<file path="src/inc/fcm_regs.vh">
`ifndef FCM_REGS_VH
`define FCM_REGS_VH

// ****************************************************************
// Register indices (byte address is four times the index)
// ****************************************************************
`define FCM_IDX_PIR 16'h000c
`define FCM_IDX_PIE 16'h008c
`define FCM_IDX_OSC 16'h008f
`define FCM_IDX_TUNE 16'h0090
`define FCM_IDX_CFG 16'h2007
`define FCM_IDX_EXT 16'h0100
`define FCM_IDX_PWR 16'h0101

// ****************************************************************
// Field positions
// ****************************************************************
`define FCM_OSF_BIT 2
`define FCM_SCS_BIT 0
`define FCM_INTERNAL_FREQ_SELECT_LSB 4
`define FCM_INTERNAL_FREQ_SELECT_MSB 6
`define FCM_OSC_MODE_FIELD_MSB 2
`define FCM_TUNE_MSB 4
`define FCM_EXT_FAIL_SAFE_ENABLE_CFG_BIT 0
`define FCM_EXT_IESO_BIT 1
`define FCM_PWR_SLEEP_BIT 0
`define FCM_PWR_WAKE_BIT 1

// ****************************************************************
// Reset values and masks
// ****************************************************************
`define FCM_PIR_RST 8'h00
`define FCM_PIE_RST 8'h00
`define FCM_PIR_MASK 8'hef
`define FCM_INTERNAL_FREQ_SELECT_RST 3'h6
`define FCM_TUNE_RST 5'h00
`define FCM_CFG_RST 8'h00
`define FCM_EXT_RST 2'h0

// ****************************************************************
// Oscillator mode field encodings
// ****************************************************************
`define FCM_MODE_LP 3'h0
`define FCM_MODE_XT 3'h1
`define FCM_MODE_HS 3'h2
`define FCM_MODE_EC 3'h3
`define FCM_MODE_INT_IO 3'h4
`define FCM_MODE_INT_CLK 3'h5

// ****************************************************************
// Counts
// ****************************************************************
`define FCM_SAMPLE_DIV 64
`define FCM_OST_COUNT 1024
`define FCM_NUM_SYNC 5

`endif

</file>
<file path="src/hw/fcm_monitor.v">
`timescale 1ns/1ps
`default_nettype none
`include "fcm_regs.vh"

// Operation
// - Monitor runs only when config enable set
// - Failure sets fail flag, interrupt if enabled
// - After failure system clock is internal oscillator
// - Entry clears timeout status, clears watchdog
// - Clock select and LF stable bit untouched
// - Sample clock is LF clock over 64
// - Latch cleared by sample rise, set primary fall
// - Sample fall with latch clear means failure
// - Monitor enable turns internal oscillator on
// - Primary at or below 488 Hz fails
// - Exit on reset, sleep, clock select change
// - Frequency writes keep fail-safe condition
// - Fail flag not clearable during fail-safe
// - EC and RC modes monitor right away; here only EC does, the internal (RC) modes are never monitored
// - Crystal modes run internal until timer expires
// - Detector idle during oscillator start-up
// - Frequency select decodes eight frequencies
// - Timeout status one when external clock runs
// - Bits two and one show oscillator stability
// - Clock select one picks internal oscillator
// - Timeout status resets to zero
// - Crystal modes wait 1024 oscillations
module fcm_monitor #(
   parameter SAMPLE_DIV = `FCM_SAMPLE_DIV,
   parameter DIV_W = 6,
   parameter OST_COUNT = `FCM_OST_COUNT,
   parameter OST_W = 11
) (
   input wire pclk,
   input wire presetn,
   input wire psel,
   input wire penable,
   input wire pwrite,
   input wire [17:0] paddr,
   input wire [31:0] pwdata,
   output reg [31:0] prdata_r,
   output reg pready_r,
   output reg pslverr_r,
   input wire prim_clk_in,
   input wire lf_osc_clk_in,
   input wire int_osc_clk_in,
   input wire hf_stable_in,
   input wire lf_stable_in,
   output reg sys_clk_out_r,
   output reg sys_clk_internal_r,
   output reg int_osc_enable_r,
   output reg [2:0] int_freq_sel_r,
   output reg osc_fail_irq_r,
   output reg watchdog_clear_r,
   output reg fail_safe_active_r
);

   localparam integer HALF_I = SAMPLE_DIV / 2 - 1;
   localparam integer OST_I = OST_COUNT - 1;
   localparam [DIV_W-1:0] HALF_M1 = HALF_I[DIV_W-1:0];
   localparam [OST_W-1:0] OST_M1 = OST_I[OST_W-1:0];

   // ****************************************************************
   // Input synchronisers
   // ****************************************************************
   // Pclk must run well above four times the primary clock, or edges are lost
   // and the monitor declares a failure.
   wire [`FCM_NUM_SYNC-1:0] raw_in;
   wire [`FCM_NUM_SYNC-1:0] filt;
   reg [`FCM_NUM_SYNC-1:0] prev_r;

   assign raw_in = {lf_stable_in, hf_stable_in, int_osc_clk_in,
                    lf_osc_clk_in, prim_clk_in};

   genvar g;
   generate
      for (g = 0; g < `FCM_NUM_SYNC; g = g + 1) begin : g_sync
         reg s1_r;
         reg s2_r;
         reg s3_r;
         reg f_r;
         always @(posedge pclk or negedge presetn) begin
            if (!presetn) begin
               s1_r <= 1'b0;
               s2_r <= 1'b0;
               s3_r <= 1'b0;
               f_r <= 1'b0;
            end else begin
               s1_r <= raw_in[g];
               s2_r <= s1_r;
               s3_r <= s2_r;
               if (s2_r == s3_r) begin
                  f_r <= s3_r;
               end
            end
         end
         assign filt[g] = f_r;
      end
   endgenerate

   wire prim_lvl = filt[0];
   wire int_lvl = filt[2];
   wire hf_stable = filt[3];
   wire lf_stable = filt[4];
   wire prim_fall = prev_r[0] & ~filt[0];
   wire lf_rise = ~prev_r[1] & filt[1];

   // ****************************************************************
   // Registers and decode
   // ****************************************************************
   reg [7:0] pir_r;
   reg [7:0] pie_r;
   reg scs_r;
   reg [4:0] tune_r;
   reg [7:0] cfg_r;
   reg [1:0] ext_r;
   reg sleeping_r;
   reg startup_done_r;
   reg [OST_W-1:0] ost_cnt_r;
   reg [DIV_W-1:0] div_cnt_r;
   reg sample_r;
   reg monitor_latch_r;
   reg armed_r;
   reg hold_r;

   wire [15:0] idx = paddr[17:2];
   wire hit_pir = (idx == `FCM_IDX_PIR);
   wire hit_pie = (idx == `FCM_IDX_PIE);
   wire hit_osc = (idx == `FCM_IDX_OSC);
   wire hit_tune = (idx == `FCM_IDX_TUNE);
   wire hit_cfg = (idx == `FCM_IDX_CFG);
   wire hit_ext = (idx == `FCM_IDX_EXT);
   wire hit_pwr = (idx == `FCM_IDX_PWR);
   wire hit_any = hit_pir | hit_pie | hit_osc | hit_tune | hit_cfg |
                  hit_ext | hit_pwr;

   wire setup = psel & ~penable;
   wire wr = psel & penable & pready_r & pwrite;
   wire wr_pir = wr & hit_pir;
   wire wr_osc = wr & hit_osc;
   wire wr_pwr = wr & hit_pwr;

   // ****************************************************************
   // Mode decode and clock source selection
   // ****************************************************************
   wire [2:0] osc_mode_field = cfg_r[`FCM_OSC_MODE_FIELD_MSB:0];
   wire ost_mode = (osc_mode_field == `FCM_MODE_LP) | (osc_mode_field == `FCM_MODE_XT) |
                   (osc_mode_field == `FCM_MODE_HS);
   wire ext_mode = (osc_mode_field != `FCM_MODE_INT_IO) &
                   (osc_mode_field != `FCM_MODE_INT_CLK);
   wire fcm_en = ext_r[`FCM_EXT_FAIL_SAFE_ENABLE_CFG_BIT];
   // Two-speed start-up comes on by itself with the monitor
   wire two_speed = ext_r[`FCM_EXT_IESO_BIT] | fcm_en;

   wire sleep_entry = wr_pwr & pwdata[`FCM_PWR_SLEEP_BIT] & ~sleeping_r;
   wire wake = wr_pwr & pwdata[`FCM_PWR_WAKE_BIT] & sleeping_r &
               ~pwdata[`FCM_PWR_SLEEP_BIT];
   wire scs_change = wr_osc & (pwdata[`FCM_SCS_BIT] != scs_r);

   wire use_internal = scs_r | fail_safe_active_r | ~ext_mode |
                       (~startup_done_r & ost_mode & two_speed);
   wire startup_timeout_status = startup_done_r & ~use_internal;

   // ****************************************************************
   // Start-up timer
   // ****************************************************************
   reg startup_nxt;
   reg [OST_W-1:0] ost_cnt_nxt;
   always @* begin
      startup_nxt = startup_done_r;
      ost_cnt_nxt = ost_cnt_r;
      if (sleeping_r | sleep_entry) begin
         // Sleep aborts start-up; status stays clear
         startup_nxt = 1'b0;
         ost_cnt_nxt = {OST_W{1'b0}};
      end else if (!startup_done_r) begin
         if (!ost_mode) begin
            startup_nxt = 1'b1;
         end else if (prim_fall) begin
            if (ost_cnt_r == OST_M1) begin
               startup_nxt = 1'b1;
               ost_cnt_nxt = {OST_W{1'b0}};
            end else begin
               ost_cnt_nxt = ost_cnt_r + 1'b1;
            end
         end
      end
   end

   // ****************************************************************
   // Sample clock, monitoring latch and failure detection
   // ****************************************************************
   wire div_wrap = lf_rise & (div_cnt_r == HALF_M1);
   wire sample_rise = div_wrap & ~sample_r;
   wire sample_fall = div_wrap & sample_r;
   wire det_active = fcm_en & ext_mode & startup_done_r &
                     ~sleeping_r & ~fail_safe_active_r;
   // A window opened before activation could hold a stale clear latch,
   // so detection waits for a whole window of its own, from a sample rise to the next sample fall.
   wire fault = sample_fall & armed_r & det_active &
                ~monitor_latch_r & ~prim_fall;

   reg latch_nxt;
   always @* begin
      latch_nxt = monitor_latch_r;
      if (prim_fall) begin
         latch_nxt = 1'b1;
      end else if (sample_rise) begin
         latch_nxt = 1'b0;
      end
   end

   reg fail_safe_nxt;
   always @* begin
      fail_safe_nxt = fail_safe_active_r;
      if (sleep_entry | scs_change) begin
         fail_safe_nxt = 1'b0;
      end else if (fault) begin
         fail_safe_nxt = 1'b1;
      end
   end

   reg [7:0] pir_nxt;
   always @* begin
      pir_nxt = pir_r;
      if (wr_pir) begin
         pir_nxt = pwdata[7:0] & `FCM_PIR_MASK;
         if (fail_safe_active_r) begin
            pir_nxt[`FCM_OSF_BIT] = pir_r[`FCM_OSF_BIT];
         end
      end
      if (fault) begin
         pir_nxt[`FCM_OSF_BIT] = 1'b1;
      end
   end

   always @(posedge pclk or negedge presetn) begin
      if (!presetn) begin
         prev_r <= {`FCM_NUM_SYNC{1'b0}};
         div_cnt_r <= {DIV_W{1'b0}};
         sample_r <= 1'b0;
         monitor_latch_r <= 1'b0;
         armed_r <= 1'b0;
         fail_safe_active_r <= 1'b0;
         watchdog_clear_r <= 1'b0;
         osc_fail_irq_r <= 1'b0;
         startup_done_r <= 1'b0;
         ost_cnt_r <= {OST_W{1'b0}};
         int_osc_enable_r <= 1'b0;
      end else begin
         prev_r <= filt;
         if (lf_rise) begin
            if (div_wrap) begin
               div_cnt_r <= {DIV_W{1'b0}};
               sample_r <= ~sample_r;
            end else begin
               div_cnt_r <= div_cnt_r + 1'b1;
            end
         end
         monitor_latch_r <= latch_nxt;
         if (!det_active) begin
            armed_r <= 1'b0;
         end else if (sample_rise) begin
            armed_r <= 1'b1;
         end
         fail_safe_active_r <= fail_safe_nxt;
         watchdog_clear_r <= fault;
         osc_fail_irq_r <= pir_nxt[`FCM_OSF_BIT] &
                           pie_r[`FCM_OSF_BIT];
         startup_done_r <= startup_nxt;
         ost_cnt_r <= ost_cnt_nxt;
         int_osc_enable_r <= fcm_en | use_internal;
      end
   end

   // ****************************************************************
   // Glitch-free system clock switch
   // ****************************************************************
   wire cur_lvl = sys_clk_internal_r ? int_lvl : prim_lvl;
   wire new_lvl = sys_clk_internal_r ? prim_lvl : int_lvl;

   always @(posedge pclk or negedge presetn) begin
      if (!presetn) begin
         sys_clk_out_r <= 1'b0;
         sys_clk_internal_r <= 1'b0;
         hold_r <= 1'b0;
      end else if (hold_r) begin
         sys_clk_out_r <= 1'b0;
         if (!new_lvl) begin
            sys_clk_internal_r <= ~sys_clk_internal_r;
            hold_r <= 1'b0;
         end
      end else if ((use_internal != sys_clk_internal_r) &&
                   (!cur_lvl || fail_safe_active_r)) begin
         // A dead primary may be stuck high; cutting it gives no runt
         hold_r <= 1'b1;
         sys_clk_out_r <= 1'b0;
      end else begin
         sys_clk_out_r <= cur_lvl;
      end
   end

   // ****************************************************************
   // Register file and APB slave
   // ****************************************************************
   reg [31:0] rd_mux;
   always @* begin
      rd_mux = 32'h0000_0000;
      if (hit_pir) begin
         rd_mux[7:0] = pir_r;
      end else if (hit_pie) begin
         rd_mux[7:0] = pie_r;
      end else if (hit_osc) begin
         rd_mux[7:0] = {1'b0, int_freq_sel_r, startup_timeout_status,
                        hf_stable, lf_stable, scs_r};
      end else if (hit_tune) begin
         rd_mux[`FCM_TUNE_MSB:0] = tune_r;
      end else if (hit_cfg) begin
         rd_mux[7:0] = cfg_r;
      end else if (hit_ext) begin
         rd_mux[1:0] = ext_r;
      end else if (hit_pwr) begin
         rd_mux[2:0] = {startup_done_r, fail_safe_active_r, sleeping_r};
      end
   end

   always @(posedge pclk or negedge presetn) begin
      if (!presetn) begin
         prdata_r <= 32'h0000_0000;
         pready_r <= 1'b0;
         pslverr_r <= 1'b0;
         pir_r <= `FCM_PIR_RST;
         pie_r <= `FCM_PIE_RST;
         int_freq_sel_r <= `FCM_INTERNAL_FREQ_SELECT_RST;
         scs_r <= 1'b0;
         tune_r <= `FCM_TUNE_RST;
         cfg_r <= `FCM_CFG_RST;
         ext_r <= `FCM_EXT_RST;
         sleeping_r <= 1'b0;
      end else begin
         pready_r <= setup;
         pslverr_r <= setup & ~hit_any;
         if (setup && !pwrite) begin
            prdata_r <= rd_mux;
         end
         pir_r <= pir_nxt;
         if (wr & hit_pie) begin
            pie_r <= pwdata[7:0];
         end
         if (wr_osc) begin
            // Frequency writes never touch the fail-safe state
            int_freq_sel_r <= pwdata[`FCM_INTERNAL_FREQ_SELECT_MSB:`FCM_INTERNAL_FREQ_SELECT_LSB];
            scs_r <= pwdata[`FCM_SCS_BIT];
         end
         if (wr & hit_tune) begin
            tune_r <= pwdata[`FCM_TUNE_MSB:0];
         end
         if (wr & hit_cfg) begin
            cfg_r <= pwdata[7:0];
         end
         if (wr & hit_ext) begin
            ext_r <= pwdata[1:0];
         end
         if (sleep_entry) begin
            sleeping_r <= 1'b1;
         end else if (wake) begin
            sleeping_r <= 1'b0;
         end
      end
   end

endmodule // fcm_monitor
`default_nettype wire

</file>
<file path="config.mk">
export PLATFORM = sky130hd
export DESIGN_NAME = fcm_monitor
export DESIGN_NICKNAME = d
export VERILOG_FILES = /design/src/hw/fcm_monitor.v
export VERILOG_INCLUDE_DIRS = /design/src /design/src/inc
export SDC_FILE = /design/constraint.sdc
export NUM_CORES = 1
export LEC_CHECK = 0
export BUFFER_PORTS_ARGS = -buffer_cell sky130_fd_sc_hd__buf_4
export CAP_MARGIN = 10
export CORE_ASPECT_RATIO = 0.9
export CORE_MARGIN = 2
export CORE_UTILIZATION = 32
export CTS_BUF_LIST = sky130_fd_sc_hd__clkbuf_8
export CTS_CLUSTER_DIAMETER = 50
export CTS_CLUSTER_SIZE = 30
export DETAILED_ROUTE_END_ITERATION = 8
export PLACE_DENSITY_LB_ADDON = 0.15
export SLEW_MARGIN = 20
export SYNTH_ARGS = -nofsm -noshare
export SYNTH_HDL_FRONTEND = slang
export SYNTH_SLANG_ARGS = --single-unit
</file>
<file path="constraint.sdc">
create_clock -name pclk -period 1.85 [get_ports pclk]
set_input_delay 0.0925 -clock pclk [delete_from_list [all_inputs] [get_ports pclk]]
set_output_delay 0.0925 -clock pclk [all_outputs]
set_load 0.005 [all_outputs]
</file>
==> impl_metrics.env <==
export IMPL_outcome="finished, final reports clean"
export IMPL_synth_top_area_share_pct=53.99
export IMPL_via_per_inst=4.872
export IMPL_dieHeight_um=114.1
export IMPL_placed_cells=612
export IMPL_seqPwrFrac_pct=57.9
export IMPL_globalplace_congestion=0.7824
export IMPL_route_met2_wl_mm=4.402
export IMPL_crit_arrival_ns=2.00
export IMPL_r2r_start="pready_r$_DFF_PN0_"
export IMPL_cts_made_buffers=9
export IMPL_reg2reg_slack_ns=0.13
export IMPL_irDropWorstVdd_mv=0.4775
export IMPL_diodes=0
export IMPL_cp_end_kind="flip-flop"
export IMPL_grt_pass1_wl_mm=16.80
export IMPL_min_path_cells=3
export IMPL_stdcell_area_sq_mm=0.005398
export IMPL_multi_input_area_sq_mm=0.001785
export IMPL_synth_top_cell_by_area="dfrtp_1"
export IMPL_utilization_pct=40.70
export IMPL_hold_viol=0
export IMPL_switching_power_mw=1.061
export IMPL_clkTransAtPathRegs_ns=0.09
export IMPL_grt_pass1_vias=3225
export IMPL_drt_pass1_iterations=4
export IMPL_slew_limit_headroom_pct=53.13
export IMPL_report_final_slew_viol_count=0
export IMPL_p_comb_share_pct=11.5
export IMPL_synth_cell_types=59
export IMPL_avgSynthCellArea_sq_um=11.78
export IMPL_overflow=0
export IMPL_grt_total_usage_pct=14.92
export IMPL_drt_iter0_markers=189
export IMPL_port_buffers=52
export IMPL_ys_ff_latch=95
export IMPL_area_delta_synth_final_pct=25.23
export IMPL_setup_viol=0
export IMPL_ys_warn_count=0
export IMPL_drive_above_1_share_pct=31.22
export IMPL_whs_ns=0.02864
export IMPL_synth_edf_count=0
export IMPL_fillers=1268
export IMPL_finalClockSkew_ns=0.01027
export IMPL_max_freq_ghz=0.5802
export IMPL_core_area_sq_mm=0.01326
export IMPL_internal_power_mw=2.932
export IMPL_placedInstanceArea_sq_mm=0.005082
export IMPL_clock_sinks=95
export IMPL_worst_pin_slew_ns=0.7005
export IMPL_crit_path_max_fanout=5
export IMPL_cts_tree="yes"
export IMPL_finalCritPeriodShare_pct=93.16
export IMPL_holdCritStartpoint="pwdata[0]"
export IMPL_power_total_mw=3.993
export IMPL_antenna_left=0
export IMPL_route_vias_total=3128
export IMPL_ctsRootBufferMaster="clkbuf_8"
export IMPL_num_io_pins=103
export IMPL_syn_cell_area_sq_mm=0.004310
export IMPL_min_to="sleeping_r$_DFFE_PN0P_"
export IMPL_ys_async_sr_fraction_pct=100.0
export IMPL_cap_violations=0
export IMPL_wire_per_inst_um=15.55
export IMPL_place_worst_setup_slack_ns=-0.04332
export IMPL_final_min_clock_period_ns=1.724
export IMPL_clkPwrFrac_pct=30.6
export IMPL_regArea_sq_mm=0.002380
export IMPL_wirelength_met1_mm=4.953
export IMPL_mostFrequentLayoutCell="dfrtp_1"
export IMPL_wl_met3_um=469
export IMPL_fin_ws_ns=0.1265
export IMPL_die_w_um=126.3
export IMPL_top_layer="met4"
export IMPL_antenna_found_initial=0
export IMPL_setup_tns_ns=0
export IMPL_rows=40
export IMPL_drt_total_wl_mm=9.980
export IMPL_clockBufferDepth=2
export IMPL_start_util_pct=32.50
export IMPL_p_sw_share_pct=26.57
export IMPL_dieArea_sq_mm=0.01442
export IMPL_pwr_density_cell_mw_per_mm2=739.8
export IMPL_leakagePower_nw=2.501
export IMPL_rsz0062_at_grt="false"
export IMPL_syn_inst=366
export IMPL_critPathKind="flip-flop to flip-flop"
export IMPL_reg2reg_to="ost_cnt_r[5]$_DFFE_PN0P_"
export IMPL_h_tree_depth=3
export IMPL_synthFlopType="dfrtp_1"
export IMPL_final_cells=642
export IMPL_yosysSeqAreaShare_pct=55.21
export IMPL_synth_area_top_cells="dfrtp_1, mux2_2, buf_4"
export IMPL_hp_class="input pin to flip-flop"
export IMPL_reg2reg_depth=6
export IMPL_grt_start_max_net_pins=44
export IMPL_clk_latency_ns=0.37
export IMPL_final_cell_mix="dfrtp_1, buf_4, mux2_2"
export IMPL_cp_required_ns=2.12
export IMPL_critPathLaunchType="flip-flop"
export IMPL_drc_errors=0
export IMPL_hpwl_mm=7.140
export IMPL_nNetsFinal=531
-- cell usage after synthesis, types with 5 or more instances --
library cell	instances
nor3_1	11
and3_1	5
nand2b_1	6
buf_4	24
nand4_1	8
nand2_1	26
dfrtp_1	93
xor2_1	8
xnor2_1	5
o21ai_0	9
nand3_1	8
mux2_2	34
nor2_1	27
maj3_1	5
a21oi_1	8
inv_1	7
-- flip-flops by register name, summed over array words and instances, names as in the netlist, 2 cells and up --
signal	cells
g_sync.s3_r	5
pir_r	7
prdata_r	8
g_sync.s1_r	5
cfg_r	8
g_sync.f_r	5
prev_r	2
g_sync.s2_r	5
tune_r	5
ost_cnt_r	11
div_cnt_r	6
pie_r	8
int_freq_sel_r	3
ext_r	2
-- power by group through the flow --
stage / Combinational [mW] / Sequential, mW / Clock, mW
6_report: 0.458 / 2.31 / 1.22
5_1_grt: 0.512 / 2.33 / 1.38
3_3_place_gp: 0.430 / 2.35 / 0
4_1_cts: 0.466 / 2.31 / 1.28
3_5_place_dp: 0.441 / 2.35 / 0
2_1_floorplan: 0.244 / 2.33 / 0
-- routing by layer --
layer | GRT usage (%) | vias to the layer above
met3 | 4.346 | 10
met4 | 4.835 | 0
li1 | - | 1478
met1 | 20.94 | 1563
met5 | 0 | -
met2 | 22.28 | 77
-- worst max-delay path, stage by stage (launching register included) --
cell and delay, ns:
dfrtp_1 0.40, and4_1 0.23, and3_1 0.20, a41o_1 0.31, o2111ai_1 0.25, xor2_1 0.17, nor2_1 0.05
-- logic make-up after synthesis --
kind of cell / Yosys count / share of synthesized area [%]
buffers and inverters: 39 / 5.602
AND/OR/NAND/NOR: 122 / 16.14
adder cells (fa/ha/maj): 7 / 1.742
flip-flops: 95 / 55.21
multiplexers: 38 / 10.10
XOR/XNOR: 13 / 2.642
other: 1 / 0.08700
AO/OA/AOI/OAI: 51 / 8.476
-- worst max-delay path by stage --
stage	start	to	slack, ns	cells after the start
finish	pready_r$_DFF_PN0_	ost_cnt_r[5]$_DFFE_PN0P_	0.13	6
global placement	paddr[10]	prdata_r[3]$_DFFE_PN0P_	-0.007	8
CTS	cfg_r[2]$_DFFE_PN0P_	hold_r$_DFF_PN0_	0.06	4
floorplan	cfg_r[2]$_DFFE_PN0P_	ost_cnt_r[3]$_DFFE_PN0P_	0.13	6
global route	pready_r$_DFF_PN0_	ost_cnt_r[5]$_DFFE_PN0P_	0.03	6
detailed placement	paddr[10]	int_freq_sel_r[0]$_DFFE_PN0P_	-0.04	7
-- repair_timing --
item / CTS / global route
resized for setup: 0 / 2
endpoints found under the hold margin: 65 / 0
hold buffers: 14 / 0
setup endpoints to repair: 0 / 2
setup buffers: 0 / 0
-- cell type report --
type	count	area share [%]
Clock inverter	7	0.7650
Timing Repair Buffer	101	15.39
Multi-Input combinational cell	255	33.08
Inverter	7	0.4868
Clock buffer	9	2.295
Sequential cell	95	44.09
Tap cell	168	3.894
Power figures use the tool's default switching activity.
